===== config.mk =====
export PLATFORM = sky130hd
export DESIGN_NAME = dbg_command_port
export DESIGN_NICKNAME = d
export VERILOG_FILES = /design/src/dbg_port_pkg.sv /design/src/dbg_sync_fifo.sv /design/src/dbg_serial_line.sv /design/src/dbg_command_port.sv
export SDC_FILE = /design/constraint.sdc
export NUM_CORES = 1
export LEC_CHECK = 0
export BUFFER_PORTS_ARGS = -buffer_cell sky130_fd_sc_hd__clkbuf_2
export CAP_MARGIN = 25
export CORE_MARGIN = 2
export CORE_UTILIZATION = 61
export CTS_CLUSTER_DIAMETER = 150
export DETAILED_ROUTE_END_ITERATION = 16
export PLACE_DENSITY = 0.81
export SLEW_MARGIN = 20
export SYNTH_ARGS = -nofsm -noshare
export SYNTH_HDL_FRONTEND = slang
export SYNTH_SLANG_ARGS = --single-unit
export TNS_END_PERCENT = 20

===== constraint.sdc =====
create_clock -name mclk_i -period 3.4 [get_ports mclk_i]
set_input_delay 0.34 -clock mclk_i [delete_from_list [all_inputs] [get_ports mclk_i]]
set_output_delay 0.34 -clock mclk_i [all_outputs]
set_load 0.03 [all_outputs]

===== src/dbg_port_pkg.sv =====
// Constants shared by the one-wire debug command port and its helpers.
// Assumes a single 40 MHz system clock and a fixed agreed bit rate.
package dbg_port_pkg;

  localparam int          CLK_HZ          = 40_000_000;
  localparam int          BAUD_RATE       = 115_200;
  // Bit time rounded down to whole clock cycles
  localparam logic [15:0] BIT_CYCLES      = 16'(CLK_HZ / BAUD_RATE);
  localparam logic [15:0] HALF_BIT        = 16'(CLK_HZ / BAUD_RATE / 2);
  localparam logic [3:0]  FRAME_BITS      = 4'ha;
  localparam logic [3:0]  STOP_BIT        = 4'h9;

  localparam logic [7:0]  CMD_RD_PC       = 8'h07;
  localparam logic [7:0]  CMD_WR_REG      = 8'h08;
  localparam logic [7:0]  CMD_RD_REG      = 8'h09;
  localparam logic [7:0]  CMD_WR_MEM      = 8'h0a;
  localparam logic [7:0]  CMD_RD_MEM      = 8'h0b;

  localparam logic [7:0]  FILL_BYTE       = 8'hff;
  localparam logic [15:0] FILL_WORD       = 16'hffff;
  localparam logic [16:0] REG_SIZE_FULL   = 17'h00100;
  localparam logic [16:0] MEM_SIZE_FULL   = 17'h10000;
  localparam logic [16:0] PC_BYTES        = 17'h00002;

  // Register file window still writable under read protection
  localparam logic [11:0] FLASH_CTRL_FIRST = 12'hff8;
  localparam logic [11:0] FLASH_CTRL_LAST  = 12'hffb;

  localparam int          BYTE_W          = 8;
  localparam int          TX_FIFO_DEPTH   = 8;

endpackage


===== src/dbg_sync_fifo.sv =====
// Small synchronous FIFO, width and depth set by parameters.
// Assumes one clock; push and pop may happen in the same cycle.
`timescale 1ns/1ps
module dbg_sync_fifo #(
  parameter int WIDTH = 8,
  parameter int DEPTH = 8
) (
  input  wire logic             mclk_i,      // System clock
  input  wire logic             rst_n_i,     // Sync reset, active low
  input  wire logic [WIDTH-1:0] in_data_i,   // Word to store
  input  wire logic             in_valid_i,  // Word offered
  output logic                  in_ready_o,  // Room for a word
  output logic      [WIDTH-1:0] out_data_o,  // Oldest word
  output logic                  out_valid_o, // FIFO not empty
  input  wire logic             out_ready_i  // Drain accepts word
);
  localparam int AW = $clog2(DEPTH);

  typedef struct packed {
    logic [DEPTH-1:0][WIDTH-1:0] mem;
    logic [AW-1:0]               wr;
    logic [AW-1:0]               rd;
    logic [AW:0]                 cnt;
  } fifo_s;

  fifo_s q;
  fifo_s d;
  logic  push;
  logic  pop;

  assign in_ready_o  = (q.cnt != (AW+1)'(DEPTH));
  assign out_valid_o = (q.cnt != '0);
  assign out_data_o  = q.mem[q.rd];
  assign push        = in_valid_i && in_ready_o;
  assign pop         = out_valid_o && out_ready_i;

  always_comb
  begin
    d = q;
    if (push)
    begin
      d.mem[q.wr] = in_data_i;
      d.wr        = (q.wr == AW'(DEPTH - 1)) ? '0 : AW'(q.wr + 1'b1);
    end
    if (pop)
    begin
      d.rd = (q.rd == AW'(DEPTH - 1)) ? '0 : AW'(q.rd + 1'b1);
    end
    if (push && !pop)
    begin
      d.cnt = (AW+1)'(q.cnt + 1'b1);
    end
    else if (pop && !push)
    begin
      d.cnt = (AW+1)'(q.cnt - 1'b1);
    end
  end

  always_ff @(posedge mclk_i)
  begin
    if (!rst_n_i)
    begin
      q <= '0;
    end
    else
    begin
      q <= d;
    end
  end
endmodule // dbg_sync_fifo


===== src/dbg_serial_line.sv =====
// Half-duplex asynchronous byte framer on one open-drain wire.
// Assumes an external pull-up; the pin input is asynchronous.
`timescale 1ns/1ps
module dbg_serial_line
  import dbg_port_pkg::*;
(
  input  wire logic       mclk_i,     // System clock
  input  wire logic       rst_n_i,    // Sync reset, active low
  input  wire logic       pin_i,      // Wire level
  output logic            pin_o,      // Driven level, always low
  output logic            pin_oe_o,   // High while pulling low
  output logic [7:0]      rx_data_o,  // Received byte
  output logic            rx_valid_o, // One-cycle pulse per byte
  input  wire logic [7:0] tx_data_i,  // Byte to send
  input  wire logic       tx_valid_i, // Byte offered
  output logic            tx_ready_o  // Line idle, byte taken
);
  typedef struct packed {
    logic [2:0]  sync;
    logic        lvl;
    logic        rx_on;
    logic [15:0] rx_cnt;
    logic [3:0]  rx_bit;
    logic [7:0]  rx_sh;
    logic [7:0]  rx_data;
    logic        rx_valid;
    logic        tx_on;
    logic [15:0] tx_cnt;
    logic [3:0]  tx_bit;
    logic [9:0]  tx_sh;
    logic        drive;
  } line_s;

  line_s q;
  line_s d;

  assign pin_o      = 1'b0;
  assign pin_oe_o   = q.drive;
  assign rx_data_o  = q.rx_data;
  assign rx_valid_o = q.rx_valid;
  // RULE2: no send once rx_on is set, but a send can start in the same cycle that reception starts
  assign tx_ready_o = !q.tx_on && !q.rx_on && q.lvl;

  always_comb
  begin
    d          = q;
    d.rx_valid = 1'b0;
    d.sync     = {q.sync[1:0], pin_i};
    // Only the agreed later stages decide the level
    if (q.sync[1] == q.sync[2])
    begin
      d.lvl = q.sync[2];
    end
    // RULE4: start, 8 bits LSB first, stop
    if (!q.rx_on)
    begin
      // RULE2: own echo ignored while sending
      if (!q.tx_on && q.lvl && (q.sync[1] == q.sync[2]) && !q.sync[2])
      begin
        d.rx_on  = 1'b1;
        d.rx_cnt = HALF_BIT;
        d.rx_bit = '0;
      end
    end
    else if (q.rx_cnt != '0)
    begin
      d.rx_cnt = 16'(q.rx_cnt - 1'b1);
    end
    else
    begin
      d.rx_cnt = 16'(BIT_CYCLES - 1'b1);
      d.rx_bit = 4'(q.rx_bit + 1'b1);
      if (q.rx_bit == '0)
      begin
        // False start: line went back high
        d.rx_on = !q.lvl;
      end
      else if (q.rx_bit == STOP_BIT)
      begin
        d.rx_on = 1'b0;
        // RULE3: framing error drops the byte
        if (q.lvl)
        begin
          d.rx_data  = q.rx_sh;
          d.rx_valid = 1'b1;
        end
      end
      else
      begin
        d.rx_sh = {q.lvl, q.rx_sh[7:1]};
      end
    end
    if (tx_valid_i && tx_ready_o)
    begin
      d.tx_on  = 1'b1;
      d.tx_sh  = {1'b1, tx_data_i, 1'b0};
      d.tx_bit = '0;
      d.tx_cnt = 16'(BIT_CYCLES - 1'b1);
    end
    else if (q.tx_on)
    begin
      if (q.tx_cnt != '0)
      begin
        d.tx_cnt = 16'(q.tx_cnt - 1'b1);
      end
      else
      begin
        d.tx_cnt = 16'(BIT_CYCLES - 1'b1);
        d.tx_sh  = {1'b1, q.tx_sh[9:1]};
        d.tx_bit = 4'(q.tx_bit + 1'b1);
        d.tx_on  = (q.tx_bit != 4'(FRAME_BITS - 1'b1));
      end
    end
    // RULE1: only ever pull low, else release
    d.drive = d.tx_on && !d.tx_sh[0];
  end

  always_ff @(posedge mclk_i)
  begin
    if (!rst_n_i)
    begin
      q      <= '0;
      q.sync <= 3'h7;
      q.lvl  <= 1'b1;
    end
    else
    begin
      q <= d;
    end
  end
endmodule // dbg_serial_line


===== src/dbg_command_port.sv =====
// Debug command decoder behind the one-wire serial debug pin.
// Assumes register file and program memory answer one cycle after a read strobe.
// Contract
// RULE1: Debug traffic uses one open-drain two-way pin, each side only pulling it low.
// RULE2: The link is half-duplex, so the device never sends while it receives. The code can start a send in the cycle a start bit is detected.
// RULE3: Bytes use standard asynchronous framing with start and stop bits.
// RULE4: Each character is one start bit, eight data bits LSB first, no parity, one stop bit.
// RULE5: Command 07H returns the program counter high byte, then the low byte.
// RULE6: Outside debug mode or under read protection the counter reads as FFFFH.
// RULE7: Register writes arrive as 08H, zero-padded address high, address low, size, data.
// RULE8: Register transfers run 1 to 256 bytes, a zero size meaning 256.
// RULE9: Outside debug mode register write address and data are dropped.
// RULE10: Under read protection only flash control registers may be written.
// RULE11: Command 09H with padded address, low address and size returns that many bytes.
// RULE12: A blocked register read returns FFH for every byte.
// RULE13: Program memory writes arrive as 0AH, address high, low, size high, low, data.
// RULE14: Program memory is written only while the flash controller is unlocked.
// RULE15: Program memory writes are dropped outside debug mode or under read protection.
// RULE16: Command 0BH reads 1 to 65536 program memory bytes, a zero size meaning 65536.
// RULE17: A blocked program memory read returns FFH for every byte.
`timescale 1ns/1ps
module dbg_command_port
  import dbg_port_pkg::*;
(
  input  wire logic        mclk_i,                // System clock, 40 MHz
  input  wire logic        rst_n_i,               // Sync reset, active low
  input  wire logic        debug_serial_pin_i,    // Debug wire level
  output logic             debug_serial_pin_o,    // Debug wire drive value
  output logic             debug_serial_pin_oe_o, // High while pulling wire low
  input  wire logic        debug_mode_i,          // Core is in debug mode
  input  wire logic        read_protect_i,        // Flash read protection on
  input  wire logic        flash_unlocked_i,      // Flash controller unlocked
  input  wire logic [15:0] pc_i,                  // Core program counter
  output logic      [11:0] reg_addr_o,            // Register file address
  output logic      [7:0]  reg_wdata_o,           // Register write data
  output logic             reg_we_o,              // Register write strobe
  output logic             reg_re_o,              // Register read strobe
  input  wire logic [7:0]  reg_rdata_i,           // Register data, cycle after strobe
  output logic      [15:0] mem_addr_o,            // Program memory address
  output logic      [7:0]  mem_wdata_o,           // Program memory write data
  output logic             mem_we_o,              // Program memory write strobe
  output logic             mem_re_o,              // Program memory read strobe
  input  wire logic [7:0]  mem_rdata_i            // Memory data, cycle after strobe
);
  typedef enum logic [3:0] {
    S_IDLE    = 4'h0,
    S_ADDR_HI = 4'h1,
    S_ADDR_LO = 4'h2,
    S_SIZE_HI = 4'h3,
    S_SIZE_LO = 4'h4,
    S_WRITE   = 4'h5,
    S_RD_REQ  = 4'h6,
    S_RD_WAIT = 4'h7,
    S_RD_CAP  = 4'h8,
    S_PUSH    = 4'h9
  } cmd_state_e;

  typedef struct packed {
    cmd_state_e  state;
    logic [7:0]  cmd;
    logic [15:0] addr;
    logic [16:0] count;
    logic [7:0]  size_hi;
    logic [7:0]  pc_lo;
    logic [7:0]  byte_out;
    logic [15:0] bus_addr;
    logic [7:0]  wdata;
    logic        reg_we;
    logic        reg_re;
    logic        mem_we;
    logic        mem_re;
  } port_s;

  port_s      q;
  port_s      d;
  logic [7:0] rx_data;
  logic       rx_valid;
  logic       push_valid;
  logic       push_ready;
  logic [7:0] tx_data;
  logic       tx_valid;
  logic       tx_ready;
  logic       blocked;
  logic       reg_cmd;

  // Register file commands carry 12-bit addresses and 8-bit sizes
  function automatic logic is_reg_cmd(input logic [7:0] cmd);
    return (cmd == CMD_WR_REG) || (cmd == CMD_RD_REG);
  endfunction

  function automatic logic [16:0] expand_size(input logic [15:0] size, input logic is_reg);
    logic [16:0] res;
    res = {1'b0, size};
    // RULE8: zero size means 256
    if (is_reg && (size[7:0] == 8'h00))
    begin
      res = REG_SIZE_FULL;
    end
    // RULE16: zero size means 65536
    else if (!is_reg && (size == 16'h0000))
    begin
      res = MEM_SIZE_FULL;
    end
    return res;
  endfunction

  function automatic logic [15:0] next_addr(input logic [15:0] addr, input logic is_reg);
    logic [15:0] inc;
    inc = 16'(addr + 1'b1);
    // Register window wraps inside its 12-bit space
    return is_reg ? {4'h0, inc[11:0]} : inc;
  endfunction

  function automatic logic in_flash_ctrl(input logic [11:0] addr);
    return (addr >= FLASH_CTRL_FIRST) && (addr <= FLASH_CTRL_LAST);
  endfunction

  assign blocked     = !debug_mode_i || read_protect_i;
  assign reg_cmd     = is_reg_cmd(q.cmd);
  assign push_valid  = (q.state == S_PUSH);
  assign reg_addr_o  = q.bus_addr[11:0];
  assign mem_addr_o  = q.bus_addr;
  assign reg_wdata_o = q.wdata;
  assign mem_wdata_o = q.wdata;
  assign reg_we_o    = q.reg_we;
  assign reg_re_o    = q.reg_re;
  assign mem_we_o    = q.mem_we;
  assign mem_re_o    = q.mem_re;

  always_comb
  begin
    d        = q;
    d.reg_we = 1'b0;
    d.reg_re = 1'b0;
    d.mem_we = 1'b0;
    d.mem_re = 1'b0;
    unique case (q.state)
      S_IDLE:
      begin
        if (rx_valid)
        begin
          d.cmd = rx_data;
          unique case (rx_data)
            CMD_RD_PC:
            begin
              // RULE5: high byte first
              d.byte_out = pc_i[15:8];
              d.pc_lo    = pc_i[7:0];
              // RULE6: filler counter value
              if (blocked)
              begin
                d.byte_out = FILL_WORD[15:8];
                d.pc_lo    = FILL_WORD[7:0];
              end
              d.count = PC_BYTES;
              d.state = S_PUSH;
            end
            CMD_WR_REG, CMD_RD_REG, CMD_WR_MEM, CMD_RD_MEM:
            begin
              d.state = S_ADDR_HI;
            end
            default:
            begin
              d.state = S_IDLE;
            end
          endcase
        end
      end
      S_ADDR_HI:
      begin
        if (rx_valid)
        begin
          // RULE7: upper nibble of padded byte ignored
          d.addr[15:8] = reg_cmd ? {4'h0, rx_data[3:0]} : rx_data;
          d.state      = S_ADDR_LO;
        end
      end
      S_ADDR_LO:
      begin
        if (rx_valid)
        begin
          d.addr[7:0] = rx_data;
          d.size_hi   = 8'h00;
          // RULE13: memory commands carry a 16-bit size
          d.state     = reg_cmd ? S_SIZE_LO : S_SIZE_HI;
        end
      end
      S_SIZE_HI:
      begin
        if (rx_valid)
        begin
          d.size_hi = rx_data;
          d.state   = S_SIZE_LO;
        end
      end
      S_SIZE_LO:
      begin
        if (rx_valid)
        begin
          d.count = expand_size({q.size_hi, rx_data}, reg_cmd);
          // RULE11: reads answer with data bytes
          if ((q.cmd == CMD_RD_REG) || (q.cmd == CMD_RD_MEM))
          begin
            d.state = S_RD_REQ;
          end
          else
          begin
            d.state = S_WRITE;
          end
        end
      end
      S_WRITE:
      begin
        if (rx_valid)
        begin
          d.bus_addr = q.addr;
          d.wdata    = rx_data;
          if (reg_cmd)
          begin
            // RULE9: dropped outside debug mode
            // RULE10: protection leaves only flash control
            d.reg_we = debug_mode_i && (!read_protect_i || in_flash_ctrl(q.addr[11:0]));
          end
          else
          begin
            // RULE14: needs unlocked flash controller
            // RULE15: dropped when blocked
            d.mem_we = !blocked && flash_unlocked_i;
          end
          d.addr  = next_addr(q.addr, reg_cmd);
          d.count = 17'(q.count - 1'b1);
          // RULE8: stop after the last counted byte
          if (q.count == 17'h00001)
          begin
            d.state = S_IDLE;
          end
        end
      end
      S_RD_REQ:
      begin
        d.bus_addr = q.addr;
        // Blocked reads never touch the array
        d.reg_re   = reg_cmd && !blocked;
        d.mem_re   = !reg_cmd && !blocked;
        d.state    = S_RD_WAIT;
      end
      S_RD_WAIT:
      begin
        d.state = S_RD_CAP;
      end
      S_RD_CAP:
      begin
        // RULE16: byte as a constant-memory load reads it
        d.byte_out = reg_cmd ? reg_rdata_i : mem_rdata_i;
        // RULE12: register filler
        // RULE17: memory filler
        if (blocked)
        begin
          d.byte_out = FILL_BYTE;
        end
        d.state = S_PUSH;
      end
      S_PUSH:
      begin
        // FIFO full stalls the read loop
        if (push_ready)
        begin
          d.count = 17'(q.count - 1'b1);
          if (q.count == 17'h00001)
          begin
            d.state = S_IDLE;
          end
          else if (q.cmd == CMD_RD_PC)
          begin
            // RULE5: low byte second
            d.byte_out = q.pc_lo;
          end
          else
          begin
            d.addr  = next_addr(q.addr, reg_cmd);
            d.state = S_RD_REQ;
          end
        end
      end
      default:
      begin
        d.state = S_IDLE;
      end
    endcase
  end

  always_ff @(posedge mclk_i)
  begin
    if (!rst_n_i)
    begin
      q <= '0;
    end
    else
    begin
      q <= d;
    end
  end

  // Decouples the read loop from the slow serial rate
  dbg_sync_fifo #(
    .WIDTH (BYTE_W),
    .DEPTH (TX_FIFO_DEPTH)
  ) u_tx_fifo (
    .mclk_i      (mclk_i),
    .rst_n_i     (rst_n_i),
    .in_data_i   (q.byte_out),
    .in_valid_i  (push_valid),
    .in_ready_o  (push_ready),
    .out_data_o  (tx_data),
    .out_valid_o (tx_valid),
    .out_ready_i (tx_ready)
  );

  // RULE1: open-drain wire handling
  // RULE3: asynchronous character framing
  dbg_serial_line u_line (
    .mclk_i     (mclk_i),
    .rst_n_i    (rst_n_i),
    .pin_i      (debug_serial_pin_i),
    .pin_o      (debug_serial_pin_o),
    .pin_oe_o   (debug_serial_pin_oe_o),
    .rx_data_o  (rx_data),
    .rx_valid_o (rx_valid),
    .tx_data_i  (tx_data),
    .tx_valid_i (tx_valid),
    .tx_ready_o (tx_ready)
  );
endmodule // dbg_command_port


==> flow_summary_export.csv <==
group,metric,value,unit
floorplan,io_pins,88,
flow_run,maxCapViolations,0,
floorplan,chipWidth,144.6,um
global_routing,grt_antenna_before_repair,0,
yosys,synth_top_area_frac,0.4066,
drt,vias_per_cell,6.068,
layout,fin_nets,1453,
placement,globalplace.congestion,0.9158,
yosys,synthAdderAreaFrac,0.02240,
placement,dpl_worst_slack,0.2703,ns
worst_setup_path,worst_r2r_path_depth,11,
yosys,synth_xor_area_frac,0.01743,
min_path,min_path_type,"input port to flip-flop",
layout,num_antenna_cells,0,
worst_setup_path,r2r_end,"u_tx_fifo.q[3]",
yosys,synthesis.nets,1452,
yosys,synthMuxAreaShare,0.1378,
drt,drtAntennaViolNets,0,
clocking,htreeDepth,1,
yosys,synth_seq_area_share,0.4066,
yosys,yosys-top-cells-area,"dfxtp_1 (41%), mux2i_1 (10%), nor2_1 (6.8%)",
power,power.leakage,5.217,nW
drt,drc,0,
sta,finalClockSkew,0.009368,ns
drt,wl,28320,um
clocking,cts_tree,"built",
clocking,cts_hold_buf,0,
clocking,clk_path_buf_depth,3,
yosys,synth_edf_count,0,
floorplan,rows,51,
worst_setup_path,crit_arrival,3.58,ns
global_routing,grt_max_degree,135,
global_routing,grt-ovfl-total,0,
yosys,syn_inst,1393,
yosys,ys_ff_latch,245,
sta,setup_viol,0,
placement,io_buffers,86,
layout,syn2layout_area_growth,9.086,%
placement,hpwl,18390,um
clocking,clock-sinks,245,
clocking,root_buffer,"clkbuf_16",
sta,layout_setup_ws,0.2643,ns
worst_setup_path,worstPathMaxFanout,10,
sta,slew_headroom,0.3565,
sta,finalHoldViolCount,0,
yosys,ys_types,84,
yosys,synthesis.area,12060,um^2
sta,rsz0062_at_grt,"false",
global_routing,grt_pass1_wl,46150,um
yosys,synth_top_family_by_area,"simple AND/OR/NAND/NOR gates",
drt,drtIter0Drc,892,
clocking,clkSlewWorstSetupHoldPaths,0.06,ns
power,p_per_area,540.9,nW/um^2
floorplan,die_y,144.6,um
sta,max_freq,0.3189,GHz
worst_setup_path,path_class,"flip-flop to flip-flop",
power,ir_drop,0.4329,mV
drt,drtPass1Iterations,5,
global_routing,first_global_vias,9478,
yosys,yosys.area.top_type,"dfxtp_1",
yosys,async_reset_ff_frac,0,
sta,fin_crit,3.136,ns
clocking,clk_latency,0.52,ns
outcome,status,"completed",
global_routing,grt_use_total,0.2700,
sta,finalSetupTns,0,ns
worst_setup_path,critPathLaunchType,"flip-flop",
sta,fin_crit_sh,0.9223,
sta,hold-worst-slack,0.02123,ns
worst_setup_path,cp.required,3.85,ns
yosys,postSynthAreaPerCell,8.660,um^2
drt,vias,10190,
clocking,cts.repair.resized,0,
drt,wl_per_cell,16.86,um
worst_setup_path,worst_setup_path_end_kind,"flip-flop",
placement,post_dp_cell_area,12300,um^2
yosys,synth_ff_type,"dfxtp_1",
yosys,synth_simple_gate_area_frac,0.2096,
yosys,yosysWarnings,0,
clocking,numCtsBuffers,26,
floorplan,design.die.area,20920,um^2
worst_setup_path,setup.worst_path.end,"u_tx_fifo.q[3]",
layout,drive_gt1_frac,0.1492,
sta,final_max_slew_viol_count,0,
floorplan,fp.coreArea,19460,um^2
floorplan,initial_core_util,0.6198,
yosys,synth_compound_gate_area_share,0.1366,
layout,fin_area,13160,um^2
worst_setup_path,reg2reg_slack,0.26,ns
worst_setup_path,r2r-start,"u_tx_fifo.q[0]",
sta,worst_slew_pin_slew,0.9640,ns
power,total_power,7.117,mW
clocking,cts_setup_buffers,0,
worst_setup_path,startpoint,"u_tx_fifo.q[0]",
routing by layer:
metal	vias to the layer above	share of wire	track usage
met5	-	0	0
met1	4825	0.44	0.3706
met3	73	0.064	0.03344
met4	0	0.031	0.09862
li1	4900	-	-
met2	391	0.46	0.4390
per-stage QoR:
stage            util  instances
2_1_floorplan       -       1393
3_3_place_gp   0.6318       1631
3_5_place_dp   0.6318       1631
4_1_cts        0.6759       1679
5_1_grt        0.6761       1679
6_report       0.6761       1679
kinds of logic after synthesis:
group / after synthesis
compound gates: 268
other cells: 1
simple gates: 528
xor+xnor: 24
flops: 245
mux: 145
fa+ha+maj: 21
buf+inv: 161
flip-flops by register name (all words and copies together), names as in the netlist:
signal             count
reg_re_o               1
mem_re_o               1
mem_addr_o            16
u_tx_fifo.q           74
u_line.rx_valid_o      1
u_line.q              62
u_line.rx_data_o       8
q                     69
mem_we_o               1
u_line.d               2
mem_wdata_o            8
u_line.pin_oe_o        1
reg_we_o               1
cell usage in the layout, fill, tap and decap left out, types with 5 or more instances in the layout:
cell type,instances
a211oi_1,6
a21oi_1,87
a221oi_1,6
a311oi_1,12
a31oi_1,18
buf_4,24
clkbuf_1,5
clkbuf_16,27
clkbuf_2,86
clkbuf_8,6
clkinv_2,6
dfxtp_1,245
ha_1,20
inv_1,21
mux2_2,9
mux2i_1,120
mux4_2,16
nand2_1,111
nand2b_1,16
nand3_1,31
nand4_1,9
nand4b_1,6
nor2_1,219
nor2b_1,9
nor3_1,49
nor3b_1,5
nor4_1,18
o21a_1,7
o21ai_0,68
o21ai_1,5
o22ai_1,9
o31ai_1,8
o41ai_1,5
or3_1,9
or4_1,9
xnor2_1,18
xor2_1,6
synth_stat cells (all sizes together) (3+ instances only):
library cell and count:
nand4 10, a21o 3, nand2 113, o41ai 5, o22ai 9, nand2b 16, o21a 7, nor4 21
nand4b 6, dfxtp 245, ha 20, mux2i 120, o211ai 4, nand3b 4, or3b 4, nor3b 5
or3 10, nor2 219, a311oi 12, xnor2 18, nand3 32, nor2b 9, mux2 9, a41oi 3
a211oi 6, xor2 6, o31ai 8, o32ai 3, inv 21, a221oi 6, clkbuf 70, nor3 52
a22oi 3, a31oi 18, nor4b 4, and2 5, a21oi 91, o21ai 74, mux4 16, or4 9
buf 67
critical path, stage by stage (launching register included):
cell and delay, ns:
dfxtp_1 0.37, or4b_2 0.72, nand2_2 0.25, clkinvlp_4 0.21, ha_1 0.24, inv_1 0.12, ha_1 0.25, a21o_1 0.18
a21oi_1 0.18, xnor2_1 0.09, or3_1 0.31, a21oi_1 0.13
cell type report:
| class | instances | area [um^2] |
|---|---|---|
| clock buffers | 38 | 777.0 |
| clock inverters | 10 | 82.58 |
| fillers | 1523 | 6304 |
| inverters | 23 | 92.59 |
| multi-input cells | 987 | 6340 |
| flip-flops and latches | 245 | 4905 |
| well taps | 265 | 331.6 |
| repair buffers | 111 | 630.6 |
power breakdown:
part	total, mW	internal, mW	switching, mW
logic	1.13	0.467	0.662
registers	3.20	3.03	0.170
clock network	2.79	1.66	1.13
worst min path at each step:
| stage | from | to | slack, ns | depth (start not counted) |
|---|---|---|---|---|
| 3_5_place_dp | u_line.q[68] | u_line.q[68] | 0.46 | 1 |
| 2_1_floorplan | u_line.d[72] | u_line.d[73] | 0.39 | 1 |
| 3_3_place_gp | u_line.q[41] | u_line.q[41] | 0.45 | 2 |
| 5_1_grt | debug_serial_pin_i | u_line.d[72] | 0.02 | 2 |
| 6_report | debug_serial_pin_i | u_line.d[72] | 0.02 | 2 |
| 4_1_cts | debug_serial_pin_i | u_line.d[72] | 0.007 | 2 |
Power figures use the tool's default switching activity.
